### src/design/cmf_pkg.sv
// Shared field positions, selects, reset values and states of the message FIFO control block
package cmf_pkg;
  // Control word field positions
  localparam int CTL_RESET_BIT = 10;
  localparam int CTL_SEND_BIT = 9;
  localparam int CTL_ADVANCE_BIT = 8;
  localparam int CTL_DIR_BIT = 7;
  localparam int CTL_AUTO_RTR_BIT = 6;
  localparam int CTL_TS_EN_BIT = 5;
  localparam int CTL_ATT_IE_BIT = 4;
  localparam int CTL_OVF_IE_BIT = 3;
  localparam int CTL_EF_IE_BIT = 2;
  localparam int CTL_HALF_IE_BIT = 1;
  localparam int CTL_NFNE_IE_BIT = 0;
  // Status word field positions
  localparam int STA_INDEX_LSB = 8;
  localparam int INDEX_W = 5;
  localparam int STA_ABORTED_BIT = 7;
  localparam int STA_ARB_BIT = 6;
  localparam int STA_BUSERR_BIT = 5;
  localparam int STA_ATT_BIT = 4;
  localparam int STA_OVF_BIT = 3;
  localparam int STA_EF_BIT = 2;
  localparam int STA_HALF_BIT = 1;
  localparam int STA_NFNE_BIT = 0;
  // Byte lanes of the register word
  localparam int LANE_LOW = 0;
  localparam int LANE_HIGH = 1;
  localparam int WORD_W = 32;
  localparam int BE_W = 4;
  // Register selects
  localparam logic SEL_CONTROL = 1'h0;
  localparam logic SEL_STATUS = 1'h1;
  // Reset values
  localparam logic [WORD_W-1:0] WORD_RESET = 32'h0;
  localparam logic [INDEX_W-1:0] INDEX_RESET = 5'h0;
  // Reset sequencing, Gray along config -> clear -> idle
  typedef enum logic [1:0] {
    ST_IDLE = 2'h0,
    ST_CLEAR = 2'h1,
    ST_CFG = 2'h3
  } cmf_state_t;
endpackage

### src/design/cmf_ptr.sv
// Ring pointer over the message slots of one FIFO
`timescale 1ns/1ns
module cmf_ptr #(
  parameter int SLOT_W = 5
) (
  input wire logic core_clk,
  input wire logic rst,
  input wire logic clr,
  input wire logic inc,
  input wire logic [SLOT_W-1:0] lastSlot,
  output logic [SLOT_W-1:0] value
);
  typedef struct packed {
    logic [SLOT_W-1:0] value;
  } cmf_ptr_state_t;

  cmf_ptr_state_t s_r;
  cmf_ptr_state_t s_nxt;

  function automatic logic [SLOT_W-1:0] nextSlot(input logic [SLOT_W-1:0] cur,
                                                 input logic [SLOT_W-1:0] last);
    nextSlot = (cur >= last) ? '0 : SLOT_W'(cur + 1'b1);
  endfunction

  always_comb
  begin
    s_nxt = s_r;
    if (clr)
    begin
      s_nxt.value = '0;
    end
    else if (inc)
    begin
      s_nxt.value = nextSlot(s_r.value, lastSlot);
    end
  end

  always_ff @(posedge core_clk or posedge rst)
  begin
    if (rst)
    begin
      s_r <= '0;
    end
    else
    begin
      s_r <= s_nxt;
    end
  end

  assign value = s_r.value;
endmodule

### src/design/cmf_buf.sv
// Small word FIFO with valid and ready on both sides
`timescale 1ns/1ns
module cmf_buf #(
  parameter int WIDTH = 37,
  parameter int DEPTH = 4
) (
  input wire logic core_clk,
  input wire logic rst,
  input wire logic flush,
  input wire logic inValid,
  output logic inReady,
  input wire logic [WIDTH-1:0] inData,
  output logic outValid,
  input wire logic outReady,
  output logic [WIDTH-1:0] outData
);
  localparam int PTR_W = (DEPTH > 1) ? $clog2(DEPTH) : 1;

  generate
    if (DEPTH < 2 || (DEPTH & (DEPTH - 1)) != 0 || WIDTH < 1)
    begin : g_bad
      $error("cmf_buf needs a power-of-two depth of at least 2");
    end
  endgenerate

  typedef struct packed {
    logic [DEPTH-1:0][WIDTH-1:0] mem;
    logic [PTR_W-1:0] wrPtr;
    logic [PTR_W-1:0] rdPtr;
    logic [PTR_W:0] count;
  } cmf_buf_state_t;

  cmf_buf_state_t s_r;
  cmf_buf_state_t s_nxt;
  logic push;
  logic pop;

  assign inReady = (s_r.count != (PTR_W+1)'(DEPTH));
  assign outValid = (s_r.count != '0);
  assign push = inValid && inReady;
  assign pop = outValid && outReady;
  assign outData = s_r.mem[s_r.rdPtr];

  always_comb
  begin
    s_nxt = s_r;
    if (push)
    begin
      s_nxt.mem[s_r.wrPtr] = inData;
      s_nxt.wrPtr = PTR_W'(s_r.wrPtr + 1'b1);
    end
    if (pop)
    begin
      s_nxt.rdPtr = PTR_W'(s_r.rdPtr + 1'b1);
    end
    s_nxt.count = (PTR_W+1)'(s_r.count + push - pop);
    if (flush)
    begin
      s_nxt.wrPtr = '0;
      s_nxt.rdPtr = '0;
      s_nxt.count = '0;
    end
  end

  always_ff @(posedge core_clk or posedge rst)
  begin
    if (rst)
    begin
      s_r <= '0;
    end
    else
    begin
      s_r <= s_nxt;
    end
  end
endmodule

### src/design/cmf_ctrl.sv
// Control and status logic of one transmit or receive message FIFO
`timescale 1ns/1ns
module cmf_ctrl #(
  parameter int BUF_DEPTH = 4,
  parameter int TS_W = 32
) (
  input wire logic core_clk,
  input wire logic rst,
  input wire logic configMode,
  input wire logic regWrite,
  input wire logic regRead,
  input wire logic regSel,
  input wire logic [cmf_pkg::BE_W-1:0] regByteEn,
  input wire logic [cmf_pkg::WORD_W-1:0] regWdata,
  output logic [cmf_pkg::WORD_W-1:0] regRdata,
  input wire logic [cmf_pkg::INDEX_W-1:0] lastSlot,
  input wire logic txSent,
  input wire logic txAborted,
  input wire logic txArbLost,
  input wire logic txBusError,
  input wire logic txAttemptsExhausted,
  input wire logic remoteReqRcvd,
  input wire logic rxStore,
  output logic rxStoreReady,
  input wire logic [TS_W-1:0] rxTimestamp,
  output logic sendRequest,
  output logic abortReq,
  output logic resetBusy,
  output logic txDirection,
  output logic [cmf_pkg::INDEX_W-1:0] headIdx,
  output logic [cmf_pkg::INDEX_W-1:0] tailIdx,
  output logic [cmf_pkg::INDEX_W-1:0] msgIndex,
  output logic irqReq,
  output logic stampValid,
  input wire logic stampReady,
  output logic [cmf_pkg::INDEX_W+TS_W-1:0] stampData
);
  localparam int SW = cmf_pkg::INDEX_W;
  localparam int CW = SW + 1;

  generate
    if (TS_W < 1 || TS_W > cmf_pkg::WORD_W)
    begin : g_bad_ts
      $error("cmf_ctrl time stamp width must be 1 to 32");
    end
  endgenerate

  typedef struct packed {
    cmf_pkg::cmf_state_t st;
    logic txDir;
    logic autoReply;
    logic tsEn;
    logic attIe;
    logic ovfIe;
    logic efIe;
    logic halfIe;
    logic nfneIe;
    logic sendReq;
    logic aborted;
    logic arbLost;
    logic busErr;
    logic attFlag;
    logic ovfFlag;
    logic pendArb;
    logic pendErr;
    logic [CW-1:0] count;
    logic abortPulse;
    logic irq;
    logic [cmf_pkg::WORD_W-1:0] rdata;
  } cmf_ctrl_state_t;

  cmf_ctrl_state_t s_r;
  cmf_ctrl_state_t s_nxt;

  logic resetting;
  logic ctrlWr;
  logic statWr;
  logic advReq;
  logic rxAcc;
  logic [CW-1:0] depth;
  logic isFull;
  logic isEmpty;
  logic efLevel;
  logic halfLevel;
  logic nfneLevel;
  logic headInc;
  logic tailInc;
  logic overflowEv;
  logic bufInReady;
  logic bufPush;

  // Half empty for transmit, half full for receive
  function automatic logic halfCond(input logic [CW-1:0] cnt, input logic [CW-1:0] dep,
                                    input logic tx);
    halfCond = tx ? ({cnt, 1'b0} <= {1'b0, dep}) : ({cnt, 1'b0} >= {1'b0, dep});
  endfunction

  assign resetting = (s_r.st != cmf_pkg::ST_IDLE);
  assign ctrlWr = regWrite && (regSel == cmf_pkg::SEL_CONTROL);
  assign statWr = regWrite && (regSel == cmf_pkg::SEL_STATUS);
  assign advReq = ctrlWr && regByteEn[cmf_pkg::LANE_HIGH]
                  && regWdata[cmf_pkg::CTL_ADVANCE_BIT] && !resetting;
  assign depth = CW'({1'b0, lastSlot} + 1'b1);
  assign isFull = (s_r.count >= depth);
  assign isEmpty = (s_r.count == '0);
  assign rxAcc = rxStore && rxStoreReady && !s_r.txDir && !resetting;
  // Transmit: host fills head, engine drains tail; receive the other way round
  assign headInc = s_r.txDir ? (advReq && !isFull) : (rxAcc && !isFull);
  assign tailInc = s_r.txDir ? (txSent && !isEmpty && !resetting) : (advReq && !isEmpty);
  assign overflowEv = rxAcc && isFull;
  assign efLevel = s_r.txDir ? isEmpty : isFull;
  assign halfLevel = halfCond(s_r.count, depth, s_r.txDir);
  assign nfneLevel = s_r.txDir ? !isFull : !isEmpty;
  // A full time stamp buffer stalls the engine's store
  assign rxStoreReady = !s_r.tsEn || bufInReady;
  assign bufPush = rxAcc && !isFull && s_r.tsEn;

  cmf_ptr #(.SLOT_W(SW)) u_head (
    .core_clk(core_clk),
    .rst(rst),
    .clr(resetting),
    .inc(headInc),
    .lastSlot(lastSlot),
    .value(headIdx)
  );

  cmf_ptr #(.SLOT_W(SW)) u_tail (
    .core_clk(core_clk),
    .rst(rst),
    .clr(resetting),
    .inc(tailInc),
    .lastSlot(lastSlot),
    .value(tailIdx)
  );

  cmf_buf #(.WIDTH(SW + TS_W), .DEPTH(BUF_DEPTH)) u_stamp (
    .core_clk(core_clk),
    .rst(rst),
    .flush(resetting),
    .inValid(bufPush),
    .inReady(bufInReady),
    .inData({headIdx, rxTimestamp}),
    .outValid(stampValid),
    .outReady(stampReady),
    .outData(stampData)
  );

  assign msgIndex = s_r.txDir ? tailIdx : headIdx;

  always_comb
  begin
    logic [cmf_pkg::WORD_W-1:0] ctrlWord;
    logic [cmf_pkg::WORD_W-1:0] statWord;
    logic [CW-1:0] cntNxt;
    ctrlWord = cmf_pkg::WORD_RESET;
    statWord = cmf_pkg::WORD_RESET;
    cntNxt = CW'(s_r.count + headInc - tailInc);
    s_nxt = s_r;
    s_nxt.abortPulse = 1'b0;
    s_nxt.count = cntNxt;

    unique case (s_r.st)
      cmf_pkg::ST_IDLE:
      begin
        if (configMode)
        begin
          s_nxt.st = cmf_pkg::ST_CFG;
        end
        else if (ctrlWr && regByteEn[cmf_pkg::LANE_HIGH] && regWdata[cmf_pkg::CTL_RESET_BIT])
        begin
          s_nxt.st = cmf_pkg::ST_CLEAR;
        end
      end
      cmf_pkg::ST_CLEAR:
      begin
        s_nxt.st = configMode ? cmf_pkg::ST_CFG : cmf_pkg::ST_IDLE;
      end
      cmf_pkg::ST_CFG:
      begin
        if (!configMode)
        begin
          s_nxt.st = cmf_pkg::ST_CLEAR;
        end
      end
      default:
      begin
        s_nxt.st = cmf_pkg::ST_CFG;
      end
    endcase

    // Software clears by writing zero; later hardware sets win
    if (statWr && regByteEn[cmf_pkg::LANE_LOW])
    begin
      s_nxt.aborted = s_r.aborted && regWdata[cmf_pkg::STA_ABORTED_BIT];
      s_nxt.arbLost = s_r.arbLost && regWdata[cmf_pkg::STA_ARB_BIT];
      s_nxt.busErr = s_r.busErr && regWdata[cmf_pkg::STA_BUSERR_BIT];
      s_nxt.attFlag = s_r.attFlag && regWdata[cmf_pkg::STA_ATT_BIT];
      s_nxt.ovfFlag = s_r.ovfFlag && regWdata[cmf_pkg::STA_OVF_BIT];
    end

    // Outcome of the message in flight, committed at its end
    if (s_r.txDir)
    begin
      s_nxt.pendArb = s_r.pendArb || txArbLost;
      s_nxt.pendErr = s_r.pendErr || txBusError;
      if (txSent || txAborted)
      begin
        s_nxt.aborted = txAborted;
        s_nxt.arbLost = s_r.pendArb || txArbLost;
        s_nxt.busErr = s_r.pendErr || txBusError;
        s_nxt.pendArb = 1'b0;
        s_nxt.pendErr = 1'b0;
      end
      if ((txSent && cntNxt == '0) || txAborted)
      begin
        s_nxt.sendReq = 1'b0;
      end
      if (txAttemptsExhausted)
      begin
        s_nxt.attFlag = 1'b1;
      end
    end
    if (overflowEv)
    begin
      s_nxt.ovfFlag = 1'b1;
    end

    if (ctrlWr && regByteEn[cmf_pkg::LANE_LOW])
    begin
      s_nxt.autoReply = regWdata[cmf_pkg::CTL_AUTO_RTR_BIT];
      s_nxt.attIe = regWdata[cmf_pkg::CTL_ATT_IE_BIT];
      s_nxt.ovfIe = regWdata[cmf_pkg::CTL_OVF_IE_BIT];
      s_nxt.efIe = regWdata[cmf_pkg::CTL_EF_IE_BIT];
      s_nxt.halfIe = regWdata[cmf_pkg::CTL_HALF_IE_BIT];
      s_nxt.nfneIe = regWdata[cmf_pkg::CTL_NFNE_IE_BIT];
      if (configMode)
      begin
        s_nxt.txDir = regWdata[cmf_pkg::CTL_DIR_BIT];
        s_nxt.tsEn = regWdata[cmf_pkg::CTL_TS_EN_BIT];
      end
    end

    // Send request is only meaningful for a transmit FIFO
    if (ctrlWr && regByteEn[cmf_pkg::LANE_HIGH] && s_r.txDir && !resetting)
    begin
      if (regWdata[cmf_pkg::CTL_SEND_BIT] && !s_r.sendReq)
      begin
        s_nxt.sendReq = 1'b1;
        s_nxt.aborted = 1'b0;
        s_nxt.arbLost = 1'b0;
        s_nxt.busErr = 1'b0;
      end
      else if (!regWdata[cmf_pkg::CTL_SEND_BIT] && s_r.sendReq)
      begin
        s_nxt.sendReq = 1'b0;
        s_nxt.abortPulse = 1'b1;
      end
    end
    if (remoteReqRcvd && s_r.autoReply && s_r.txDir && !resetting)
    begin
      s_nxt.sendReq = 1'b1;
    end

    if (resetting)
    begin
      s_nxt.count = '0;
      s_nxt.sendReq = 1'b0;
      s_nxt.aborted = 1'b0;
      s_nxt.arbLost = 1'b0;
      s_nxt.busErr = 1'b0;
      s_nxt.pendArb = 1'b0;
      s_nxt.pendErr = 1'b0;
      s_nxt.attFlag = 1'b0;
      s_nxt.ovfFlag = 1'b0;
      s_nxt.abortPulse = 1'b0;
    end

    s_nxt.irq = (s_r.attFlag && s_r.attIe)
                || (s_r.ovfFlag && s_r.ovfIe)
                || (efLevel && s_r.efIe)
                || (halfLevel && s_r.halfIe)
                || (nfneLevel && s_r.nfneIe);

    ctrlWord[cmf_pkg::CTL_RESET_BIT] = resetting;
    ctrlWord[cmf_pkg::CTL_SEND_BIT] = s_r.sendReq;
    ctrlWord[cmf_pkg::CTL_DIR_BIT] = s_r.txDir;
    ctrlWord[cmf_pkg::CTL_AUTO_RTR_BIT] = s_r.autoReply;
    ctrlWord[cmf_pkg::CTL_TS_EN_BIT] = s_r.tsEn;
    ctrlWord[cmf_pkg::CTL_ATT_IE_BIT] = s_r.attIe;
    ctrlWord[cmf_pkg::CTL_OVF_IE_BIT] = s_r.ovfIe;
    ctrlWord[cmf_pkg::CTL_EF_IE_BIT] = s_r.efIe;
    ctrlWord[cmf_pkg::CTL_HALF_IE_BIT] = s_r.halfIe;
    ctrlWord[cmf_pkg::CTL_NFNE_IE_BIT] = s_r.nfneIe;
    statWord[cmf_pkg::STA_INDEX_LSB +: cmf_pkg::INDEX_W] = msgIndex;
    statWord[cmf_pkg::STA_ABORTED_BIT] = s_r.aborted;
    statWord[cmf_pkg::STA_ARB_BIT] = s_r.arbLost;
    statWord[cmf_pkg::STA_BUSERR_BIT] = s_r.busErr;
    statWord[cmf_pkg::STA_ATT_BIT] = s_r.attFlag;
    statWord[cmf_pkg::STA_OVF_BIT] = s_r.ovfFlag;
    statWord[cmf_pkg::STA_EF_BIT] = efLevel;
    statWord[cmf_pkg::STA_HALF_BIT] = halfLevel;
    statWord[cmf_pkg::STA_NFNE_BIT] = nfneLevel;
    if (regRead)
    begin
      s_nxt.rdata = (regSel == cmf_pkg::SEL_CONTROL) ? ctrlWord : statWord;
    end
  end

  always_ff @(posedge core_clk or posedge rst)
  begin
    if (rst)
    begin
      s_r <= '0;
      s_r.st <= cmf_pkg::ST_CFG;
    end
    else
    begin
      s_r <= s_nxt;
    end
  end

  assign regRdata = s_r.rdata;
  assign sendRequest = s_r.sendReq;
  assign abortReq = s_r.abortPulse;
  assign resetBusy = resetting;
  assign txDirection = s_r.txDir;
  assign irqReq = s_r.irq;
endmodule

### config.mk
export PLATFORM = sky130hd
export DESIGN_NAME = cmf_ctrl
export DESIGN_NICKNAME = d
export VERILOG_FILES = /design/src/design/cmf_pkg.sv /design/src/design/cmf_ptr.sv /design/src/design/cmf_buf.sv /design/src/design/cmf_ctrl.sv
export SDC_FILE = /design/constraint.sdc
export NUM_CORES = 1
export LEC_CHECK = 0
export BUFFER_PORTS_ARGS = -buffer_cell sky130_fd_sc_hd__buf_2
export CORE_MARGIN = 10
export CORE_UTILIZATION = 53
export CTS_BUF_LIST = sky130_fd_sc_hd__clkbuf_4 sky130_fd_sc_hd__clkbuf_8
export DETAILED_ROUTE_END_ITERATION = 7
export GPL_ROUTABILITY_DRIVEN = 0
export PLACE_DENSITY = 0.79
export SLEW_MARGIN = 20
export SYNTH_ARGS = -nofsm -noshare
export SYNTH_HDL_FRONTEND = slang
export SYNTH_SLANG_ARGS = --single-unit
### constraint.sdc
create_clock -name core_clk -period 6.55 [get_ports core_clk]
set_input_delay 0.9825 -clock core_clk [delete_from_list [all_inputs] [get_ports core_clk]]
set_output_delay 0.9825 -clock core_clk [all_outputs]
set_load 0.01 [all_outputs]
-- Word-level counts from Yosys, hierarchy flattened
Cells that the tools add are included.
- muxes and demuxes: 43
- bitwise logic cells: 1
- order comparisons: 8
- add/sub/neg operators: 9
- eq/ne operators: 5
- reduce and logical (&&, ||, !) cells: 68
- operators with widths (cell ; count):
    $bwmux W148 ; 1
    $bmux W37 S2 ; 1
    $demux W37 S2 ; 1
    $mux W37 ; 2
    $mux W5 ; 9
    $logic_and A1 B1 Y1 ; 39
    $mux W2 ; 8
    $mux W15 ; 1
    $mux W1 ; 14
    $mux W13 ; 1
    $logic_not A6 Y1 ; 2
    $reduce_bool A2 Y1 ; 6
    $add A5 B1 Y5 const B ; 2
    $ge A5 B5 Y1 ; 2
    $logic_or A1 B1 Y1 ; 9
    $ge A7 B6 Y1 ; 1
    $le A7 B6 Y1 ; 1
    $logic_not A1 Y1 ; 7
    $mux W7 ; 1
    $add A5 B1 Y6 const B ; 1
    $add A6 B1 Y6 ; 1
    $ge A6 B6 Y1 ; 1
    $lt A2 B3 Y1 const B ; 2
    $mux W3 ; 2
    other kinds (15) ; 19
- output and inout port bits: 91
- bits of input ports: 87
- bits in registers: 223

-- Logic depth before layout (Yosys ltp)
Gate-level depths: netlist of the first run.
- word-level depth: 19
- mapped depth: 20
- mapped depth without buffers: 20

-- Hierarchy
Synthesis of the first run repeated with hierarchy kept, for this count alone.
- cells, all modules: 798
- area total of the unflattened synthesis: 10541.4 um^2
- by module, submodules not included (module ; cells an instance ; instances ; area each (um^2)):
    cmf_buf ; 403 ; 1 ; 6950.4
    cmf_ctrl ; 293 ; 1 ; 2712.6
    cmf_ptr ; 51 ; 2 ; 439.2

-- Worst setup path before layout of the first run
Ideal clock, no wire load.
- kind: input -> register
- start point: input lastSlot[0] (netlist name)
- end point: register s_r, in the netlist sendRequest
- data required time: 6.427 ns
- path buffers: 0
- library setup time: 0.123 ns
- arrival: 4.405 ns
- stages on the path: 20
- path slack: 2.022 ns
- cells stage by stage: ha_1 > xnor2_1 > ha_1 > a21oi_1 > o21ai_0 > o221ai_1 > o21ai_2 > nor3_1 > inv_1 > ha_1 > inv_1 > ha_1 > fa_1 > a21oi_1 > nor2_1 > nor2_1 > xor2_1 > nand4_1 > o21ai_0 > nand2_1
- RTL lines (what ; line ; source):
    start, declared ; cmf_ctrl.sv:16 ; input wire logic [cmf_pkg::INDEX_W-1:0] lastSlot,
    end signal, assigned ; cmf_ctrl.sv:318 ; s_r <= s_nxt;
    end, declared ; cmf_ctrl.sv:72 ; cmf_ctrl_state_t s_r;

==> impl_metrics.ini, run 1 <==
[critical_path]
worst_setup_path_end_kind = flop
start_kind = primary input
worstPathCellList = buf_2, ha_1, xnor2_1, ha_1, a21oi_1, o21ai_0, o221ai_1, o21ai_2, nor3_1, inv_1, ha_1, inv_1, ha_1, fa_1, a21oi_1, nor2_1, nor2_1, xor2_1, nand4_1, o21ai_0, nand2_1
critical_path_buf_inv_count = 3
cp.arrival_ns = 5.23
crit_top_cell = ha_1
max_stage_delay_ns = 0.77
cpLargestDelayFamily = adder cells
critPathKind = in2reg
critical_path.slowest_cell = nor3_1
crit_required_ns = 6.94
path_max_fanout = 9

[min_path]
hold_class = reg2reg

[cts]
cts_buffers = 36
clock_sinks = 204
clk_latency_ns = 0.51
cts-htree-levels = 2
cts_tree = done
hold_buffers = 0
root_buffer = clkbuf_8
clk_path_buf_depth = 3
cts_resized = 0
cts_setup_buffers = 0
clk_pin_slew_worst_paths_ns = 0.06

[layout]
diodes = 0
fin_nets = 1019
area_growth_pct = 13.9
final_area_um2 = 11500
drive_above_1_share_pct = 44.1

[place]
hpwl_um = 14400
io_buffers = 135
placed_area_um2 = 10700
place_ws_ns = 1.22

[sta]
post-route-period-util_pct = 73.8
finalHoldViolCount = 0
report.final.slew_viol_count = 0
skew_ns = 0.0188
relSlewSlack_pct = 28.1
setup_ws_ns = 1.72
grt_setup_unrepaired = no
clock.fmax_ghz = 0.207
layout_min_cycle_time_ns = 4.83
setup_viol = 0
worst_slew_pin_slew_ns = 1.07
fin_setup_tns_ns = 0

[power]
max-vdd-ir-drop_v = 0.000197
power_density_nw_per_um2 = 259
intPower_w = 0.00223
switchingPower_w = 0.000749
swShare_pct = 25.2
power.share.clock_pct = 40.5
p_seq_share_pct = 46.7
p_comb_share_pct = 12.8
p_leak_nw = 5.84

[global_route]
grt_pass1_vias = 6966
grt_max_degree = 145
grt_usage_pct = 17.8
overflow = 0
antenna_found_initial = 1
grt_pass1_wl_um = 35700

[logic_synthesis]
synth_top_area_share_pct = 50.0
netlist_instances = 763
synth_flop_cell = dfrtp_1
syn-cell-area_um2 = 10100
yosysSeqAreaShare_pct = 50.5
yosys_register_bits = 204
synth_edf_count = 0
synth_top_cell_by_area = dfrtp_1
async_flop_share_pct = 100
ys_top_cells_by_area = dfrtp_1, mux2_2, mux4_2
yosysUniqueCellTypes = 55
ys_warn_count = 0
syn_area_per_cell_um2 = 13.2

[drt]
drc = 0
vias = 6448
wl_per_cell_um = 19.1
viasPerCell = 5.58
drt_wl_total_um = 22000
antenna_left = 0
drt_iter0_markers = 301
dr.pass1.iters = 4

[floorplanning]
fp-row-count = 50
fp.dieH_um = 158
num_io_pins = 178
die_w_um = 158
coreArea_um2 = 18700
die_area_um2 = 25000
start_util_pct = 54.0

[job]
maxCapViolCount = 0

[outcome]
status = complete, no violations
==> flip-flops by register name (all words and copies together), names as in the netlist <==
signal,count
irqReq,1
abortReq,1
regRdata,13
u_head.value,5
txDirection,1
u_stamp.s_r,155
u_tail.value,5
sendRequest,1
s_r,22
==> kinds of logic after synthesis <==
kind of cell,count (synthesis),synth area share (%)
mux,201,26.4
other cells,1,0.0371
simple gates,119,5.87
buf+inv,101,5.86
flops,204,50.5
compound gates,84,5.22
xor+xnor,17,1.47
fa+ha+maj,36,4.61
==> final timing paths <==
kind / depth (start not counted) / endpoint / from / slack, ns
max reg2reg: 18 / sendRequest / s_r[36] / 2.25
min: 1 / u_stamp.s_r[102] / u_stamp.s_r[102] / 0.50
max in group asynchronous: 3 / u_stamp.s_r[40] / rst / 4.47
max: 21 / sendRequest / lastSlot[0] / 1.72
min in group asynchronous: 2 / u_stamp.s_r[98] / rst / 0.71
min reg2reg: 1 / u_stamp.s_r[102] / u_stamp.s_r[102] / 0.50
==> layout make-up <==
cell class | count | area [um^2]
fillers | 1462 | 7200
flip-flops and latches | 204 | 5110
multi-input cells | 476 | 4480
clock buffers | 58 | 723
repair buffers | 140 | 713
well taps | 234 | 293
inverters | 38 | 150
clock inverters | 6 | 37.5
==> cell usage in the layout (no fill, tap or decap), drive strengths merged, types with 3 or more instances in the layout <==
cell type and n:
nor2b 3, nor3b 5, xor2 5, buf 140
clkinvlp 3, and2 8, mux4 37, clkbuf 58
mux2 155, a21oi 22, nor3 7, nand3 14
ha 34, a21o 7, mux2i 9, clkinv 3
dfrtp 202, and3 4, nand2 40, o21ai 28
nor2 26, nand2b 3, xnor2 12, conb 19
inv 38, a32o 3, a211oi 4
==> power groups by stage <==
stage	clock network [W]	logic [W]	registers, W
final	0.00121	0.000382	0.00139
after detailed placement	0	0.000386	0.00141
after CTS	0.00124	0.000388	0.00139
after global routing	0.00130	0.000421	0.00140
after global placement	0	0.000377	0.00141
after floorplan	0	0.000273	0.00139
==> metrics by stage <==
step	power [W]	util, %	hold WS (ns)	cells
global placement	0.00178	57.4	0.480	1092
global route	0.00312	61.5	0.506	1156
CTS	0.00302	61.5	0.500	1156
floorplan	0.00166	-	0.462	781
finish	0.00298	61.5	0.498	1156
detailed placement	0.00180	57.4	0.487	1092
==> synth_stat cells (2+ instances only) <==
library cell	instances
dfrtp_1	202
mux2_2	155
inv_1	38
mux4_2	37
nand2_1	36
ha_1	34
buf_4	32
o21ai_0	27
nor2_1	26
a21oi_1	22
clkbuf_1	15
nand3_1	14
xnor2_1	12
buf_6	11
mux2i_1	9
and2_1	8
a21o_1	7
nor3_1	7
nor3b_1	5
xor2_1	5
a211oi_1	4
and3_1	4
buf_1	4
nand2_2	4
a32o_1	3
nand2b_1	3
nor2b_1	3
a221oi_1	2
a31oi_1	2
dfstp_2	2
fa_1	2
nand4_1	2
o211ai_1	2
o21bai_1	2
o221ai_1	2
==> routing by layer <==
layer	vias to the layer above	global-route usage, %	part of all wire (%)
met2	196	29.3	49
met5	-	0	0.041
met1	3237	22.5	43
li1	2969	-	-
met4	2	5.25	1.8
met3	44	4.69	6.7
(Power assumes the default switching activity.)
==> run 2: changes to the inputs <==
Settings changed: CORE_UTILIZATION 53 to 55.
Clock period 6.55 ns to 4.7 ns, I/O delays scaled along.
==> run 2 against run 1 <==
  * Cell count up 0.52%
  * Sequential power up 39%
  * Die area down 3.2%
  * Non-clock buffer count up 10
  * Final area up 1.1%
  * Critical endpoint unchanged
==> impl_metrics.ini, run 2 (synthesized netlist as in run 1, its figures left out) <==
[global_route]
overflow = 0
grt_pass1_vias = 7071
antenna_found_initial = 0
grt_pass1_wl_um = 36200
grt_max_degree = 205
grt_usage_pct = 18.3

[critical_path]
worstPathCellList = buf_2, ha_1, xnor2_1, ha_1, a21oi_1, o21ai_0, o221ai_1, o21ai_2, nor3_1, inv_1, ha_1, inv_1, ha_1, fa_1, a21oi_1, nor2_1, nor2_1, xor2_1, nand4_1, o21ai_0, nand2_1
r2r_setup_slack_ns = 1.09
critical_path.slowest_cell = fa_1
rr_worst_depth = 18
cp.arrival_ns = 4.27
rr_endpoint = sendRequest
path_depth = 21
critPathKind = in2reg
critical_path_buf_inv_count = 3
reg2reg_from = s_r[36]
crit_path_end = sendRequest
worst_setup_path_end_kind = flop
cpLargestDelayFamily = adder cells
crit_required_ns = 5.07
start_kind = primary input
path_max_fanout = 7
cp-startpoint = lastSlot[0]
max_stage_delay_ns = 0.41
crit_top_cell = ha_1

[place]
dp_cells = 1096
io_buffers = 135
placed_area_um2 = 10800
place_ws_ns = 0.299
hpwl_um = 15200

[job]
maxCapViolCount = 0

[sta]
clock.fmax_ghz = 0.257
fin_setup_tns_ns = 0
report.final.slew_viol_count = 0
grt_setup_unrepaired = no
layout_min_cycle_time_ns = 3.89
setup_viol = 0
setup_ws_ns = 0.806
worst_slew_pin_slew_ns = 0.754
finalHoldViolCount = 0
post-route-period-util_pct = 82.8
relSlewSlack_pct = 49.7
skew_ns = 0.0215

[cts]
hold_buffers = 0
clock_sinks = 204
cts_setup_buffers = 0
cts_resized = 0
cts_buffers = 36
clk_latency_ns = 0.51
cts_tree = done
clk_path_buf_depth = 3
root_buffer = clkbuf_8
clk_pin_slew_worst_paths_ns = 0.06
cts-htree-levels = 2

[drt]
drt_iter0_markers = 345
drt_wl_total_um = 21900
vias = 6464
drc = 0
viasPerCell = 5.56
antenna_left = 0
wl_per_cell_um = 18.9
dr.pass1.iters = 5

[floorplanning]
fp.dieH_um = 156
start_util_pct = 56.1
die_area_um2 = 24200
num_io_pins = 178
die_w_um = 156
fp-row-count = 49
coreArea_um2 = 18000

[power]
p_leak_nw = 5.89
power_w = 0.00418
max-vdd-ir-drop_v = 0.000346
power_density_nw_per_um2 = 359

[layout]
multi_input_area_um2 = 4480
final_area_um2 = 11600
fin_nets = 1029
regArea_um2 = 5110
layout.cells.non_filler = 1162
max_flop_register = u_stamp.s_r
diodes = 0
drive_above_1_share_pct = 44.8
area_growth_pct = 15.2
largest_reg_flops = 155
final_cell_mix = dfrtp_1, mux2_2, buf_2, clkbuf_8
fillers = 1391
final_common_cell = dfrtp_1

[min_path]
hold_class = in2async

[outcome]
status = complete, no violations
==> run 2: area by class of cell <==
class / instances / share of cell area (%)
inverters: 38 / 1.26
clock inverters: 6 / 0.323
flip-flops and latches: 204 / 43.9
well taps: 229 / 2.46
repair buffers: 150 / 7.27
multi-input cells: 476 / 38.5
clock buffers: 59 / 6.33
==> run 2: worst min path at each step <==
stage                           startpoint          endpoint  slack (ns)  depth (start not counted)
final                                  rst  u_stamp.s_r[152]        0.30                          3
after global routing                   rst           s_r[44]        0.32                          3
after CTS                      regWdata[4]           s_r[52]        0.37                          3
after detailed placement   u_stamp.s_r[59]   u_stamp.s_r[59]        0.49                          1
after global placement    u_stamp.s_r[111]  u_stamp.s_r[111]        0.48                          1
after floorplan                    s_r[49]           s_r[49]        0.46                          2
==> run 2: worst reg2reg max path, cell delays in order (launching register included) <==
cell and delay [ns]:
dfrtp_1 0.46, ha_1 0.34, a21oi_1 0.13, o21ai_0 0.11, o221ai_1 0.24, o21ai_2 0.09
nor3_1 0.24, inv_1 0.07, ha_1 0.27, inv_1 0.04, ha_1 0.20, fa_1 0.41
a21oi_1 0.16, nor2_1 0.06, nor2_1 0.11, xor2_1 0.19, nand4_1 0.12, o21ai_0 0.18
nand2_1 0.07
==> run 2: report_power, final <==
group          internal (W)  switching, W  leakage [nW]
Combinational      0.000272      0.000280          2.71
Clock              0.000993      0.000699         0.405
Sequential          0.00187     0.0000658          2.78
Total               0.00313       0.00104          5.89
==> run 2: stage by stage <==
step	hold slack, ns	util (%)
after CTS	0.368	64.4
after detailed placement	0.487	60.1
after global placement	0.482	60.1
after global routing	0.320	64.6
final	0.303	64.6
after floorplan	0.462	-
==> run 2: layer usage <==
metal	part of all wire (%)	wire length, um	GRT usage [%]
met4	1.6	344	5.66
met1	43	9410	23.2
met2	49	10700	29.7
met5	0	0	0
met3	6.7	1480	5.13
